## src/core/rss_pkg.sv

```systemverilog
/*
 * package for the reference source selector: register offsets, field
 * positions, reset values, timing counts, states and bus carrier types.
 * assumes a 25 MHz system clock and an 8-bit microprocessor register port.
 */
package rss_pkg;
	localparam int unsigned N_INPUTS = 14;
	localparam logic [7:0] OFS_INTERRUPT_FLAGS = 8'h06;
	localparam logic [7:0] OFS_OPERATING_STATE = 8'h09;
	localparam logic [7:0] OFS_FORCED_CHOICE = 8'h33;
	localparam logic [7:0] OFS_TRIM_LOW = 8'h3C;
	localparam logic [7:0] OFS_TRIM_HIGH = 8'h3D;
	localparam logic [7:0] OFS_PAIR_A_TOL = 8'h41;
	localparam logic [7:0] OFS_PAIR_B_TOL = 8'h42;
	localparam logic [7:0] OFS_MONITOR_CONFIG = 8'h48;
	localparam logic [7:0] OFS_PRIORITY_BASE = 8'h18;
	localparam logic [7:0] OFS_CONTROL_MODE = 8'h34;
	localparam int unsigned PRIORITY_REGS = 7;
	localparam int unsigned BIT_MAIN_REF_FAILED = 6;
	localparam int unsigned BIT_ULTRA_FAST = 5;
	localparam int unsigned BIT_LOSS_ON_SCAN = 6;
	localparam int unsigned BIT_EXT_SWITCH = 4;
	localparam int unsigned BIT_REVERTIVE = 0;
	localparam int unsigned BIT_FORCED_STATE = 1;
	localparam logic [7:0] RST_FORCED_CHOICE = 8'h0F;
	localparam logic [7:0] RST_MONITOR_CONFIG = 8'h00;
	localparam logic [7:0] RST_CONTROL_MODE = 8'h00;
	localparam logic [7:0] RST_PRIORITY = 8'h00;
	localparam logic [7:0] TOL_NORMAL = 8'h00;
	localparam logic [7:0] TOL_WIDE = 8'h01;
	localparam logic [7:0] RST_TRIM = 8'h00;
	localparam longint unsigned CLK_HZ = 25000000;
	localparam longint unsigned STRAP_HOLD_MS = 251;
	localparam longint unsigned LOCK_WAIT_S = 100;
	localparam longint unsigned LOCK_QUAL_S = 1;
	localparam longint unsigned PHASE_LOST_S = 100;
	localparam longint unsigned STRAP_CYCLES = (STRAP_HOLD_MS * CLK_HZ + 999) / 1000;
	localparam longint unsigned LOCK_WAIT_CYCLES = LOCK_WAIT_S * CLK_HZ;
	localparam longint unsigned LOCK_QUAL_CYCLES = LOCK_QUAL_S * CLK_HZ;
	localparam longint unsigned PHASE_LOST_CYCLES = PHASE_LOST_S * CLK_HZ;
	localparam logic [2:0] CODE_FREE_RUN = 3'h1;
	localparam logic [2:0] CODE_HOLDOVER = 3'h2;
	localparam logic [2:0] CODE_LOCKED = 3'h4;
	localparam logic [2:0] CODE_PRE_LOCKED2 = 3'h5;
	localparam logic [2:0] CODE_PRE_LOCKED = 3'h6;
	localparam logic [2:0] CODE_LOST_PHASE = 3'h7;
	localparam logic [3:0] NO_SOURCE = 4'h0;

	typedef enum logic [2:0] {
		ST_FREE_RUN,
		ST_PRE_LOCKED,
		ST_LOCKED,
		ST_LOST_PHASE,
		ST_PRE_LOCKED2,
		ST_HOLDOVER
	} rss_state_t;

	typedef struct packed {
		logic rd;
		logic wr;
		logic [7:0] addr;
		logic [7:0] wdata;
	} rss_bus_req_t;

	typedef struct packed {
		logic [N_INPUTS:1] valid;
		logic [N_INPUTS:1] activity;
	} rss_src_t;
endpackage

```

## src/core/rss_selector.sv

```systemverilog
/*
 * reference source selector and operating-state controller.
 * assumes input validity and activity come from the monitors, synchronous to
 * clk_sys; the pair-select strap is sampled after reset release.
 */
// How it works
// RL1: non-revertive keeps the current valid source despite better ones
// RL2: a failed current source always causes a switch
// RL3: forced field 0 or 15 means automatic, otherwise forces that input
// RL4: forced field resets to all ones
// RL5: four-bit priority per input, two per byte in seven registers
// RL6: smallest nonzero priority among valid sources wins
// RL7: priority zero excludes the input
// RL8: equal priorities are ordered by validation time; recovery joins the tail
// RL9: revertive setting does not order equal priorities; the lower channel wins only a validation-time tie
// RL10: ultra-fast mode flags loss of activity and switches source
// RL11: scan-output mirror of the main-reference-failed flag, off by default
// RL12: mirror stays high until software clears the flag
// RL13: external switch mode via control bit or strap held 251 ms
// RL14: pair-select high picks input 3 or 5, low picks 4 or 6
// RL15: strap-enabled mode sets wide tolerance default on inputs 3 to 6
// RL16: input 5 or 6 replaces 3 or 4 when that priority is zero
// RL17: external mode disables monitoring and reports locked
// RL18: automatic state control after reset, forced control by setting
// RL19: free-run follows oscillator, offset by software trim value
// RL20: free-run goes to pre-locked once a source is selected
// RL21: no lock in 100 s returns to free-run and picks another source
// RL22: locked entered from pre-locked states or lost-phase on lock
// RL23: revertive mode moves to a newly valid higher-priority source
// RL24: writing ones to the flag register clears; mirror ignores masks
// RL25: lock counts only after one second of continuous phase lock
// RL26: over 100 s lost-phase disqualifies, to pre-locked2 or holdover
`timescale 1ns/100ps
module rss_selector #(
	parameter longint unsigned STRAP_CYC = rss_pkg::STRAP_CYCLES,
	parameter longint unsigned LOCK_WAIT_CYC = rss_pkg::LOCK_WAIT_CYCLES,
	parameter longint unsigned LOCK_QUAL_CYC = rss_pkg::LOCK_QUAL_CYCLES,
	parameter longint unsigned PHASE_LOST_CYC = rss_pkg::PHASE_LOST_CYCLES
) (
	input wire logic clk_sys, // system clock, 25 MHz
	input wire logic rst, // asynchronous reset, active high
	input wire rss_pkg::rss_bus_req_t bus_req, // register port request
	output logic [7:0] bus_rdata, // register read data
	input wire rss_pkg::rss_src_t src, // monitor validity and activity
	input wire logic phase_locked, // loop phase lock detector
	input wire logic pair_select_pin, // external pair select / strap
	input wire logic [2:0] forced_state_cmd, // state code under forced control
	input wire logic jtag_tdo, // scan chain output when not mirroring
	output logic tdo_out, // scan output pin
	output logic [3:0] selected_source, // selected input, 0 for none
	output logic [15:0] freerun_trim, // trim applied in free-run
	output logic freerun_active, // outputs derive from oscillator
	output logic monitoring_enabled // clock monitors active
);
	// local aliases of the package state type and labels
	typedef rss_pkg::rss_state_t rss_state_t;
	localparam rss_state_t ST_FREE_RUN = rss_pkg::ST_FREE_RUN;
	localparam rss_state_t ST_PRE_LOCKED = rss_pkg::ST_PRE_LOCKED;
	localparam rss_state_t ST_LOCKED = rss_pkg::ST_LOCKED;
	localparam rss_state_t ST_LOST_PHASE = rss_pkg::ST_LOST_PHASE;
	localparam rss_state_t ST_PRE_LOCKED2 = rss_pkg::ST_PRE_LOCKED2;
	localparam rss_state_t ST_HOLDOVER = rss_pkg::ST_HOLDOVER;

	typedef struct packed {
		logic [7:0] flags;
		logic [7:0] forced;
		logic [15:0] trim;
		logic [7:0] tol_a;
		logic [7:0] tol_b;
		logic [7:0] mon_cfg;
		logic [7:0] ctl_mode;
		logic [rss_pkg::PRIORITY_REGS*8-1:0] prio;
		logic [rss_pkg::N_INPUTS:1] valid_d;
		logic [rss_pkg::N_INPUTS*8-1:0] stamp;
		logic [7:0] seq;
		logic [3:0] cur;
		logic [3:0] excluded;
		rss_state_t st;
		logic [31:0] timer;
		logic [31:0] qual;
		logic [31:0] strap_cnt;
		logic strap_busy;
		logic strap_mode;
		logic [7:0] rdata;
	} rss_core_t;

	rss_core_t s_reg, s_next;

	function automatic logic [3:0] prio_of(input logic [rss_pkg::PRIORITY_REGS*8-1:0] p,
			input int unsigned n);
		prio_of = p[(n-1)*4 +: 4]; // RL5
	endfunction

	function automatic logic better(input logic [3:0] pa, input logic [7:0] sa,
			input logic [3:0] pb, input logic [7:0] sb, input logic [7:0] seq);
		logic [7:0] aa;
		logic [7:0] ab;
		aa = seq - sa;
		ab = seq - sb;
		better = (pa < pb) || ((pa == pb) && (aa > ab)); // RL6 RL8 RL9
	endfunction

	logic [3:0] best;
	logic [3:0] best_p;
	logic [7:0] best_s;
	logic auto_sel;
	logic ext_mode;
	logic [3:0] ext_src;
	logic cur_ok;
	logic [3:0] pn;
	logic loss;

	always_comb begin
		best = rss_pkg::NO_SOURCE;
		best_p = 4'hF;
		best_s = 8'h00;
		pn = 4'h0;
		for (int unsigned n = 1; n <= rss_pkg::N_INPUTS; n++) begin
			pn = prio_of(s_reg.prio, n);
			// an input without activity is no candidate under ultra-fast switching
			if (src.valid[n] && (src.activity[n] || !s_reg.mon_cfg[rss_pkg::BIT_ULTRA_FAST]) // RL10
					&& pn != 4'h0 && n != s_reg.excluded // RL7
					&& (best == rss_pkg::NO_SOURCE
					|| better(pn, s_reg.stamp[(n-1)*8 +: 8], best_p, best_s, s_reg.seq))) begin
				best = 4'(n);
				best_p = pn;
				best_s = s_reg.stamp[(n-1)*8 +: 8];
			end
		end
	end

	always_comb begin
		s_next = s_reg;
		auto_sel = s_reg.forced[3:0] == 4'h0 || s_reg.forced[3:0] == 4'hF; // RL3
		ext_mode = s_reg.mon_cfg[rss_pkg::BIT_EXT_SWITCH] || s_reg.strap_mode; // RL13
		if (pair_select_pin) begin // RL14
			ext_src = (prio_of(s_reg.prio, 3) == 4'h0) ? 4'h5 : 4'h3; // RL16
		end else begin
			ext_src = (prio_of(s_reg.prio, 4) == 4'h0) ? 4'h6 : 4'h4; // RL16
		end
		cur_ok = s_reg.cur != rss_pkg::NO_SOURCE && src.valid[s_reg.cur]
			&& prio_of(s_reg.prio, s_reg.cur) != 4'h0; // RL7
		loss = s_reg.mon_cfg[rss_pkg::BIT_ULTRA_FAST] && s_reg.cur != rss_pkg::NO_SOURCE
			&& !src.activity[s_reg.cur] && !ext_mode; // RL10
		// stamps track order of validation; a recovering source joins the tail
		for (int unsigned n = 1; n <= rss_pkg::N_INPUTS; n++) begin
			if (src.valid[n] && !s_reg.valid_d[n]) begin
				s_next.stamp[(n-1)*8 +: 8] = s_reg.seq; // RL8
			end
		end
		s_next.valid_d = src.valid;
		if (src.valid != s_reg.valid_d) begin
			s_next.seq = s_reg.seq + 8'h01;
		end
		// source choice
		if (ext_mode) begin
			s_next.cur = ext_src; // RL17
		end else if (!auto_sel) begin
			s_next.cur = s_reg.forced[3:0]; // RL3
		end else if (!cur_ok || loss) begin
			s_next.cur = (best == s_reg.cur) ? rss_pkg::NO_SOURCE : best; // RL2 RL10
		end else if (s_reg.ctl_mode[rss_pkg::BIT_REVERTIVE] && best != rss_pkg::NO_SOURCE
				&& prio_of(s_reg.prio, best) < prio_of(s_reg.prio, s_reg.cur)) begin
			s_next.cur = best; // RL23
		end else begin
			s_next.cur = s_reg.cur; // RL1
		end
		// lock qualification
		if (phase_locked && !ext_mode) begin
			s_next.qual = (s_reg.qual < 32'(LOCK_QUAL_CYC)) ? s_reg.qual + 32'h1 : s_reg.qual;
		end else begin
			s_next.qual = 32'h0;
		end
		// operating state, automatic control
		s_next.timer = s_reg.timer + 32'h1;
		case (s_reg.st)
			ST_FREE_RUN: begin
				s_next.timer = 32'h0;
				if (s_reg.cur != rss_pkg::NO_SOURCE) begin
					s_next.st = ST_PRE_LOCKED; // RL20
				end
			end
			ST_PRE_LOCKED, ST_PRE_LOCKED2: begin
				if (s_reg.qual >= 32'(LOCK_QUAL_CYC) && s_reg.cur != rss_pkg::NO_SOURCE) begin
					s_next.st = ST_LOCKED; // RL22 RL25
				end else if (s_reg.timer >= 32'(LOCK_WAIT_CYC) - 32'h1) begin
					s_next.st = ST_FREE_RUN; // RL21
					s_next.excluded = s_reg.cur;
					s_next.cur = rss_pkg::NO_SOURCE;
				end
			end
			ST_LOCKED: begin
				s_next.timer = 32'h0;
				if (s_reg.cur == rss_pkg::NO_SOURCE) begin
					s_next.st = ST_HOLDOVER;
				end else if (!phase_locked) begin
					s_next.st = ST_LOST_PHASE;
				end
			end
			ST_LOST_PHASE: begin
				if (s_reg.qual >= 32'(LOCK_QUAL_CYC)) begin
					s_next.st = ST_LOCKED; // RL22
				end else if (s_reg.timer >= 32'(PHASE_LOST_CYC)) begin
					s_next.excluded = s_reg.cur; // RL26
					s_next.cur = rss_pkg::NO_SOURCE;
					s_next.timer = 32'h0;
					s_next.st = (best != rss_pkg::NO_SOURCE && best != s_reg.cur)
						? ST_PRE_LOCKED2 : ST_HOLDOVER; // RL26
				end
			end
			ST_HOLDOVER: begin
				s_next.timer = 32'h0;
				if (s_reg.cur != rss_pkg::NO_SOURCE) begin
					s_next.st = ST_PRE_LOCKED2;
				end
			end
			default: begin
				s_next.st = ST_FREE_RUN;
			end
		endcase
		if (ext_mode) begin
			s_next.st = ST_LOCKED; // RL17
		end
		// strap: held high through reset and the hold window
		if (s_reg.strap_busy) begin
			if (!pair_select_pin) begin
				s_next.strap_busy = 1'b0;
			end else if (s_reg.strap_cnt >= 32'(STRAP_CYC) - 32'h1) begin
				s_next.strap_busy = 1'b0;
				s_next.strap_mode = 1'b1; // RL13
				s_next.tol_a = rss_pkg::TOL_WIDE; // RL15
				s_next.tol_b = rss_pkg::TOL_WIDE; // RL15
			end else begin
				s_next.strap_cnt = s_reg.strap_cnt + 32'h1;
			end
		end
		// register port
		s_next.rdata = 8'h00;
		if (bus_req.rd) begin
			case (bus_req.addr)
				rss_pkg::OFS_INTERRUPT_FLAGS: s_next.rdata = s_reg.flags;
				rss_pkg::OFS_OPERATING_STATE: s_next.rdata = {5'h00, state_code(s_reg.st)};
				rss_pkg::OFS_FORCED_CHOICE: s_next.rdata = s_reg.forced;
				rss_pkg::OFS_CONTROL_MODE: s_next.rdata = s_reg.ctl_mode;
				rss_pkg::OFS_TRIM_LOW: s_next.rdata = s_reg.trim[7:0];
				rss_pkg::OFS_TRIM_HIGH: s_next.rdata = s_reg.trim[15:8];
				rss_pkg::OFS_PAIR_A_TOL: s_next.rdata = s_reg.tol_a;
				rss_pkg::OFS_PAIR_B_TOL: s_next.rdata = s_reg.tol_b;
				rss_pkg::OFS_MONITOR_CONFIG: s_next.rdata = s_reg.mon_cfg;
				default: begin
					for (int unsigned r = 0; r < rss_pkg::PRIORITY_REGS; r++) begin
						if (bus_req.addr == rss_pkg::OFS_PRIORITY_BASE + 8'(r)) begin
							s_next.rdata = s_reg.prio[r*8 +: 8];
						end
					end
				end
			endcase
		end
		if (bus_req.wr) begin
			case (bus_req.addr)
				rss_pkg::OFS_INTERRUPT_FLAGS: s_next.flags = s_reg.flags & ~bus_req.wdata; // RL24
				rss_pkg::OFS_FORCED_CHOICE: s_next.forced = bus_req.wdata;
				rss_pkg::OFS_CONTROL_MODE: s_next.ctl_mode = bus_req.wdata;
				rss_pkg::OFS_TRIM_LOW: s_next.trim[7:0] = bus_req.wdata; // RL19
				rss_pkg::OFS_TRIM_HIGH: s_next.trim[15:8] = bus_req.wdata; // RL19
				rss_pkg::OFS_PAIR_A_TOL: s_next.tol_a = bus_req.wdata; // RL15
				rss_pkg::OFS_PAIR_B_TOL: s_next.tol_b = bus_req.wdata; // RL15
				rss_pkg::OFS_MONITOR_CONFIG: s_next.mon_cfg = bus_req.wdata;
				default: begin
					for (int unsigned r = 0; r < rss_pkg::PRIORITY_REGS; r++) begin
						if (bus_req.addr == rss_pkg::OFS_PRIORITY_BASE + 8'(r)) begin
							s_next.prio[r*8 +: 8] = bus_req.wdata;
						end
					end
				end
			endcase
		end
		// set wins over a simultaneous clear
		if (loss) begin
			s_next.flags[rss_pkg::BIT_MAIN_REF_FAILED] = 1'b1; // RL10
		end
	end

	function automatic logic [2:0] state_code(input rss_state_t st);
		case (st)
			ST_FREE_RUN: state_code = rss_pkg::CODE_FREE_RUN;
			ST_PRE_LOCKED: state_code = rss_pkg::CODE_PRE_LOCKED;
			ST_LOCKED: state_code = rss_pkg::CODE_LOCKED;
			ST_LOST_PHASE: state_code = rss_pkg::CODE_LOST_PHASE;
			ST_PRE_LOCKED2: state_code = rss_pkg::CODE_PRE_LOCKED2;
			ST_HOLDOVER: state_code = rss_pkg::CODE_HOLDOVER;
			default: state_code = rss_pkg::CODE_FREE_RUN;
		endcase
	endfunction

	always_ff @(posedge clk_sys or posedge rst) begin
		if (rst) begin
			s_reg <= '0;
			s_reg.forced <= rss_pkg::RST_FORCED_CHOICE; // RL4
			s_reg.mon_cfg <= rss_pkg::RST_MONITOR_CONFIG; // RL11
			s_reg.ctl_mode <= rss_pkg::RST_CONTROL_MODE; // RL18
			s_reg.trim <= {rss_pkg::RST_TRIM, rss_pkg::RST_TRIM};
			s_reg.tol_a <= rss_pkg::TOL_NORMAL;
			s_reg.tol_b <= rss_pkg::TOL_NORMAL;
			s_reg.st <= ST_FREE_RUN;
			s_reg.strap_busy <= 1'b1;
		end else begin
			s_reg <= s_next;
		end
	end

	logic [2:0] code_now;
	assign code_now = state_code(s_reg.st);
	// under forced control freerun_active follows the external command; the state register still reads the internal state
	assign freerun_active = s_reg.ctl_mode[rss_pkg::BIT_FORCED_STATE]
		? (forced_state_cmd == rss_pkg::CODE_FREE_RUN) : (code_now == rss_pkg::CODE_FREE_RUN); // RL18
	assign freerun_trim = s_reg.trim; // RL19
	assign selected_source = s_reg.cur;
	assign bus_rdata = s_reg.rdata;
	assign monitoring_enabled = !(s_reg.mon_cfg[rss_pkg::BIT_EXT_SWITCH] || s_reg.strap_mode); // RL17
	assign tdo_out = s_reg.mon_cfg[rss_pkg::BIT_LOSS_ON_SCAN]
		? s_reg.flags[rss_pkg::BIT_MAIN_REF_FAILED] : jtag_tdo; // RL11 RL12 RL24
endmodule
```

## config.mk

```make
export PLATFORM = sky130hd
export DESIGN_NAME = rss_selector
export DESIGN_NICKNAME = d
export VERILOG_FILES = /design/src/core/rss_pkg.sv /design/src/core/rss_selector.sv
export SDC_FILE = /design/constraint.sdc
export NUM_CORES = 2
export LEC_CHECK = 0
export BUFFER_PORTS_ARGS = -buffer_cell sky130_fd_sc_hd__buf_2
export CELL_PAD_IN_SITES_DETAIL_PLACEMENT = 1
export CELL_PAD_IN_SITES_GLOBAL_PLACEMENT = 1
export CORE_MARGIN = 2
export CORE_UTILIZATION = 40
export CTS_BUF_LIST = sky130_fd_sc_hd__clkbuf_16
export DETAILED_ROUTE_END_ITERATION = 10
export GPL_TIMING_DRIVEN = 1
export PLACE_DENSITY_LB_ADDON = 0.1
export SLEW_MARGIN = 20
export SYNTH_ARGS = -nofsm -noshare
export SYNTH_HDL_FRONTEND = slang
export SYNTH_SLANG_ARGS = --single-unit
```

## constraint.sdc

```tcl
create_clock -name clk_sys -period 139.6 [get_ports clk_sys]
set_input_delay 13.96 -clock clk_sys [delete_from_list [all_inputs] [get_ports clk_sys]]
set_output_delay 13.96 -clock clk_sys [all_outputs]
set_load 0.01 [all_outputs]
```

==> results.sh <==
export IMPL_outcome="completed"
export IMPL_final_setup_worst_slack_ns=73.05
export IMPL_first_global_vias=28058
export IMPL_layout_cell_area_non_filler_sq_um=34100
export IMPL_globalplace_congestion=0.924
export IMPL_largest_reg_flops=339
export IMPL_synth_xor_area_frac=0.0750
export IMPL_initial_core_util=0.403
export IMPL_clk_pin_slew_ns=0.06
export IMPL_post_dp_cell_area_sq_um=32500
export IMPL_dominant_combinational_cell_family_by_area_after_synthesis="compound AO/OA/AOI/OAI gates"
export IMPL_critPathArrivalTime_ns=67.04
export IMPL_timing_critical_path_max_delay_family="compound AO/OA/AOI/OAI gates"
export IMPL_placed_wire_length_estimate_um=83400
export IMPL_netlist_instances=3439
export IMPL_crit_path_max_fanout=28
export IMPL_min_delay_worst_endpoint="s_reg[39]"
export IMPL_detail_route_antenna_nets=0
export IMPL_critical_path_max_stage_delay_ns=0.89
export IMPL_cts_post_setup_buffers_inserted=0
export IMPL_rsz0062_at_grt="no"
export IMPL_dr_first_iter_drc_count=1598
export IMPL_worst_r2r_startpoint="s_reg[320]"
export IMPL_setup_worst_path_end_class="flip-flop"
export IMPL_synth_flop_cell="sky130_fd_sc_hd__dfrtp_1"
export IMPL_min_path_type="reg -> reg"
export IMPL_slew_limit_headroom=0.220
export IMPL_hold_path_cell_count=0
export IMPL_critical_path_startpoint_type="primary input"
export IMPL_max_clock_freq_ghz=0.0150
export IMPL_yosysWarningCount=0
export IMPL_cts_sinks=371
export IMPL_synth_edf_count=0
export IMPL_critPathSlowestCell="sky130_fd_sc_hd__o41a_1"
export IMPL_required_ns=140.10
export IMPL_vias_per_cell=5.89
export IMPL_latest_clock_arrival_within_the_worst_skew_pair_ns=0.62
export IMPL_ioPinCount=85
export IMPL_detailedRoute_firstPassIterationCount=5
export IMPL_final_total_negative_setup_slack_ns=0
export IMPL_setup_viol=0
export IMPL_pre_cts_setup_slack_ns=73.22
export IMPL_clock_tree_from_tritoncts="yes"
export IMPL_fin_crit_ns=66.55
export IMPL_ctsResizeCount=0
export IMPL_final_hold_viol_count=0
export IMPL_worstReg2RegEnd="selected_source[2]"
export IMPL_max_cap_violations=0
export IMPL_post_synth_fa_ha_maj_area_fraction=0.161
export IMPL_worstHoldStart="s_reg[39]"
export IMPL_finish_net_count=3878
export IMPL_detail_route_drc_violations=0
export IMPL_number_of_buffer_and_inverter_stages_on_the_critical_path=12
export IMPL_postSynth_asyncResetShare=1.00
export IMPL_tightestPinTransition_ns=1.16
export IMPL_timing_reg2reg_setup_slack_ns=85.53
export IMPL_critPathKind="in -> reg"
export IMPL_port_buffers=84
export IMPL_ff2ff_path_depth=240
export IMPL_synthesis_nets=3870
export IMPL_fin_crit_sh=0.477
export IMPL_path_common_cell="sky130_fd_sc_hd__a21oi_1"
export IMPL_globalRoute_totalOverflow=0
export IMPL_dieArea_sq_um=80200
export IMPL_clockBufferDepth=3
export IMPL_synth_compound_gate_area_share=0.174
export IMPL_area_growth_pct=9.40
export IMPL_fp_dieH_um=283
export IMPL_floorplan_die_width_um=283
export IMPL_std_cell_rows=102
export IMPL_grtUsageTotal=0.269
export IMPL_grt_max_degree=81
export IMPL_final_layout_size_suffix_gt1_frac=0.128
export IMPL_clock_root_buffer="sky130_fd_sc_hd__clkbuf_16"
export IMPL_totalWireLength_um=109000
export IMPL_synthMuxAreaShare=0.0941
export IMPL_synth_cell_type_count=107
export IMPL_wire_length_of_the_first_global_routing_pass_um=169000
export IMPL_synth_seq_cells=371
export IMPL_drv_slew=0
export IMPL_ys_seq_area_frac=0.298
export IMPL_core_sq_um=77300
export IMPL_routedWlPerCell_um=24.1
export IMPL_cts_hold_repair_buffers=0
export IMPL_cts_inserted_buffers=47
export IMPL_synth_area_in_simple_gates=0.141
export IMPL_avgSynthCellArea_sq_um=9.07
export IMPL_cts_max_level=2
export IMPL_antenna_violations_before_repair=5
export IMPL_worst_clock_skew_ns=0.0418
export IMPL_routed_via_count=26632
export IMPL_syn_cell_area_sq_um=31200
## worst max path at each step
stage	startpoint	end	slack, ns	cells after the start
after floorplan	src[14]	selected_source[0]	80.12	256
after global placement	src[14]	selected_source[2]	75.51	240
after detailed placement	src[14]	selected_source[2]	73.22	240
after CTS	src[14]	selected_source[2]	73.49	240
after global routing	src[14]	selected_source[2]	68.71	242
final	src[14]	selected_source[2]	73.05	240
## placed cells by master, fill, tap and decap left out, types with 47 or more instances in the layout
cell type	n
sky130_fd_sc_hd__a21o_1	59
sky130_fd_sc_hd__a21oi_1	209
sky130_fd_sc_hd__buf_2	84
sky130_fd_sc_hd__clkbuf_16	47
sky130_fd_sc_hd__dfrtp_1	359
sky130_fd_sc_hd__ha_1	355
sky130_fd_sc_hd__inv_1	285
sky130_fd_sc_hd__mux2_2	148
sky130_fd_sc_hd__nand2_1	313
sky130_fd_sc_hd__nand2b_1	51
sky130_fd_sc_hd__nand3_1	61
sky130_fd_sc_hd__nand4_1	54
sky130_fd_sc_hd__nor2_1	203
sky130_fd_sc_hd__nor2b_1	56
sky130_fd_sc_hd__o21ai_0	233
sky130_fd_sc_hd__xnor2_1	164
sky130_fd_sc_hd__xor2_1	103
## worst register-to-register path: cells and delay by family (launching register included)
family	cells	cell delay, ns
fa+ha+maj	35	10.40
xor+xnor	22	3.32
mux	2	0.98
compound gates	124	30.10
simple gates	45	6.16
buf+inv	12	2.46
flops	1	0.54
## cells in the mapped netlist (59+ instances only)
cell	number	area [sq um]
sky130_fd_sc_hd__a21o_1	59	443
sky130_fd_sc_hd__a21oi_1	211	1060
sky130_fd_sc_hd__clkbuf_1	107	402
sky130_fd_sc_hd__dfrtp_1	366	9160
sky130_fd_sc_hd__ha_1	355	4440
sky130_fd_sc_hd__inv_1	281	1050
sky130_fd_sc_hd__mux2_2	148	1670
sky130_fd_sc_hd__nand2_1	313	1170
sky130_fd_sc_hd__nand3_1	61	305
sky130_fd_sc_hd__nor2_1	204	766
sky130_fd_sc_hd__o21ai_0	234	1170
sky130_fd_sc_hd__xnor2_1	164	1440
sky130_fd_sc_hd__xor2_1	103	902
## metal layers
metal | vias to the layer above | part of all wire | global-route usage
li1 | 12254 | - | -
met1 | 13484 | 0.45 | 0.369
met2 | 703 | 0.47 | 0.445
met3 | 189 | 0.050 | 0.0347
met4 | 2 | 0.028 | 0.0769
met5 | - | 0.00012 | 0
## per-stage QoR
step | utilization | cells | hold WS [ns]
global route | 0.441 | 4524 | 0.394
global placement | 0.420 | 4438 | 0.366
finish | 0.441 | 4525 | 0.377
floorplan | - | 3439 | 0.429
CTS | 0.441 | 4524 | 0.382
detailed placement | 0.420 | 4438 | 0.369
## area by class of cell
cell class	instances	area, sq um
Fill cell	8928	43200
Multi-Input combinational cell	2624	20200
Sequential cell	371	9300
Tap cell	1040	1300
Clock buffer	47	1180
Inverter	285	1080
Timing Repair Buffer	118	676
Clock inverter	39	429
Antenna cell	1	2.50
## cell families (layout without fill, tap and decap cells)
logic type | count (synthesis) | count (layout)
AO/OA/AOI/OAI | 827 | 827
adder cells (fa/ha/maj) | 389 | 389
AND/OR/NAND/NOR | 912 | 912
other | 0 | 1
multiplexers | 229 | 229
buffers and inverters | 444 | 489
XOR/XNOR | 267 | 267
flip-flops | 371 | 371
Power is not shown: default switching activity piles up to over one toggle a cycle in this logic, so the estimate is an artifact.
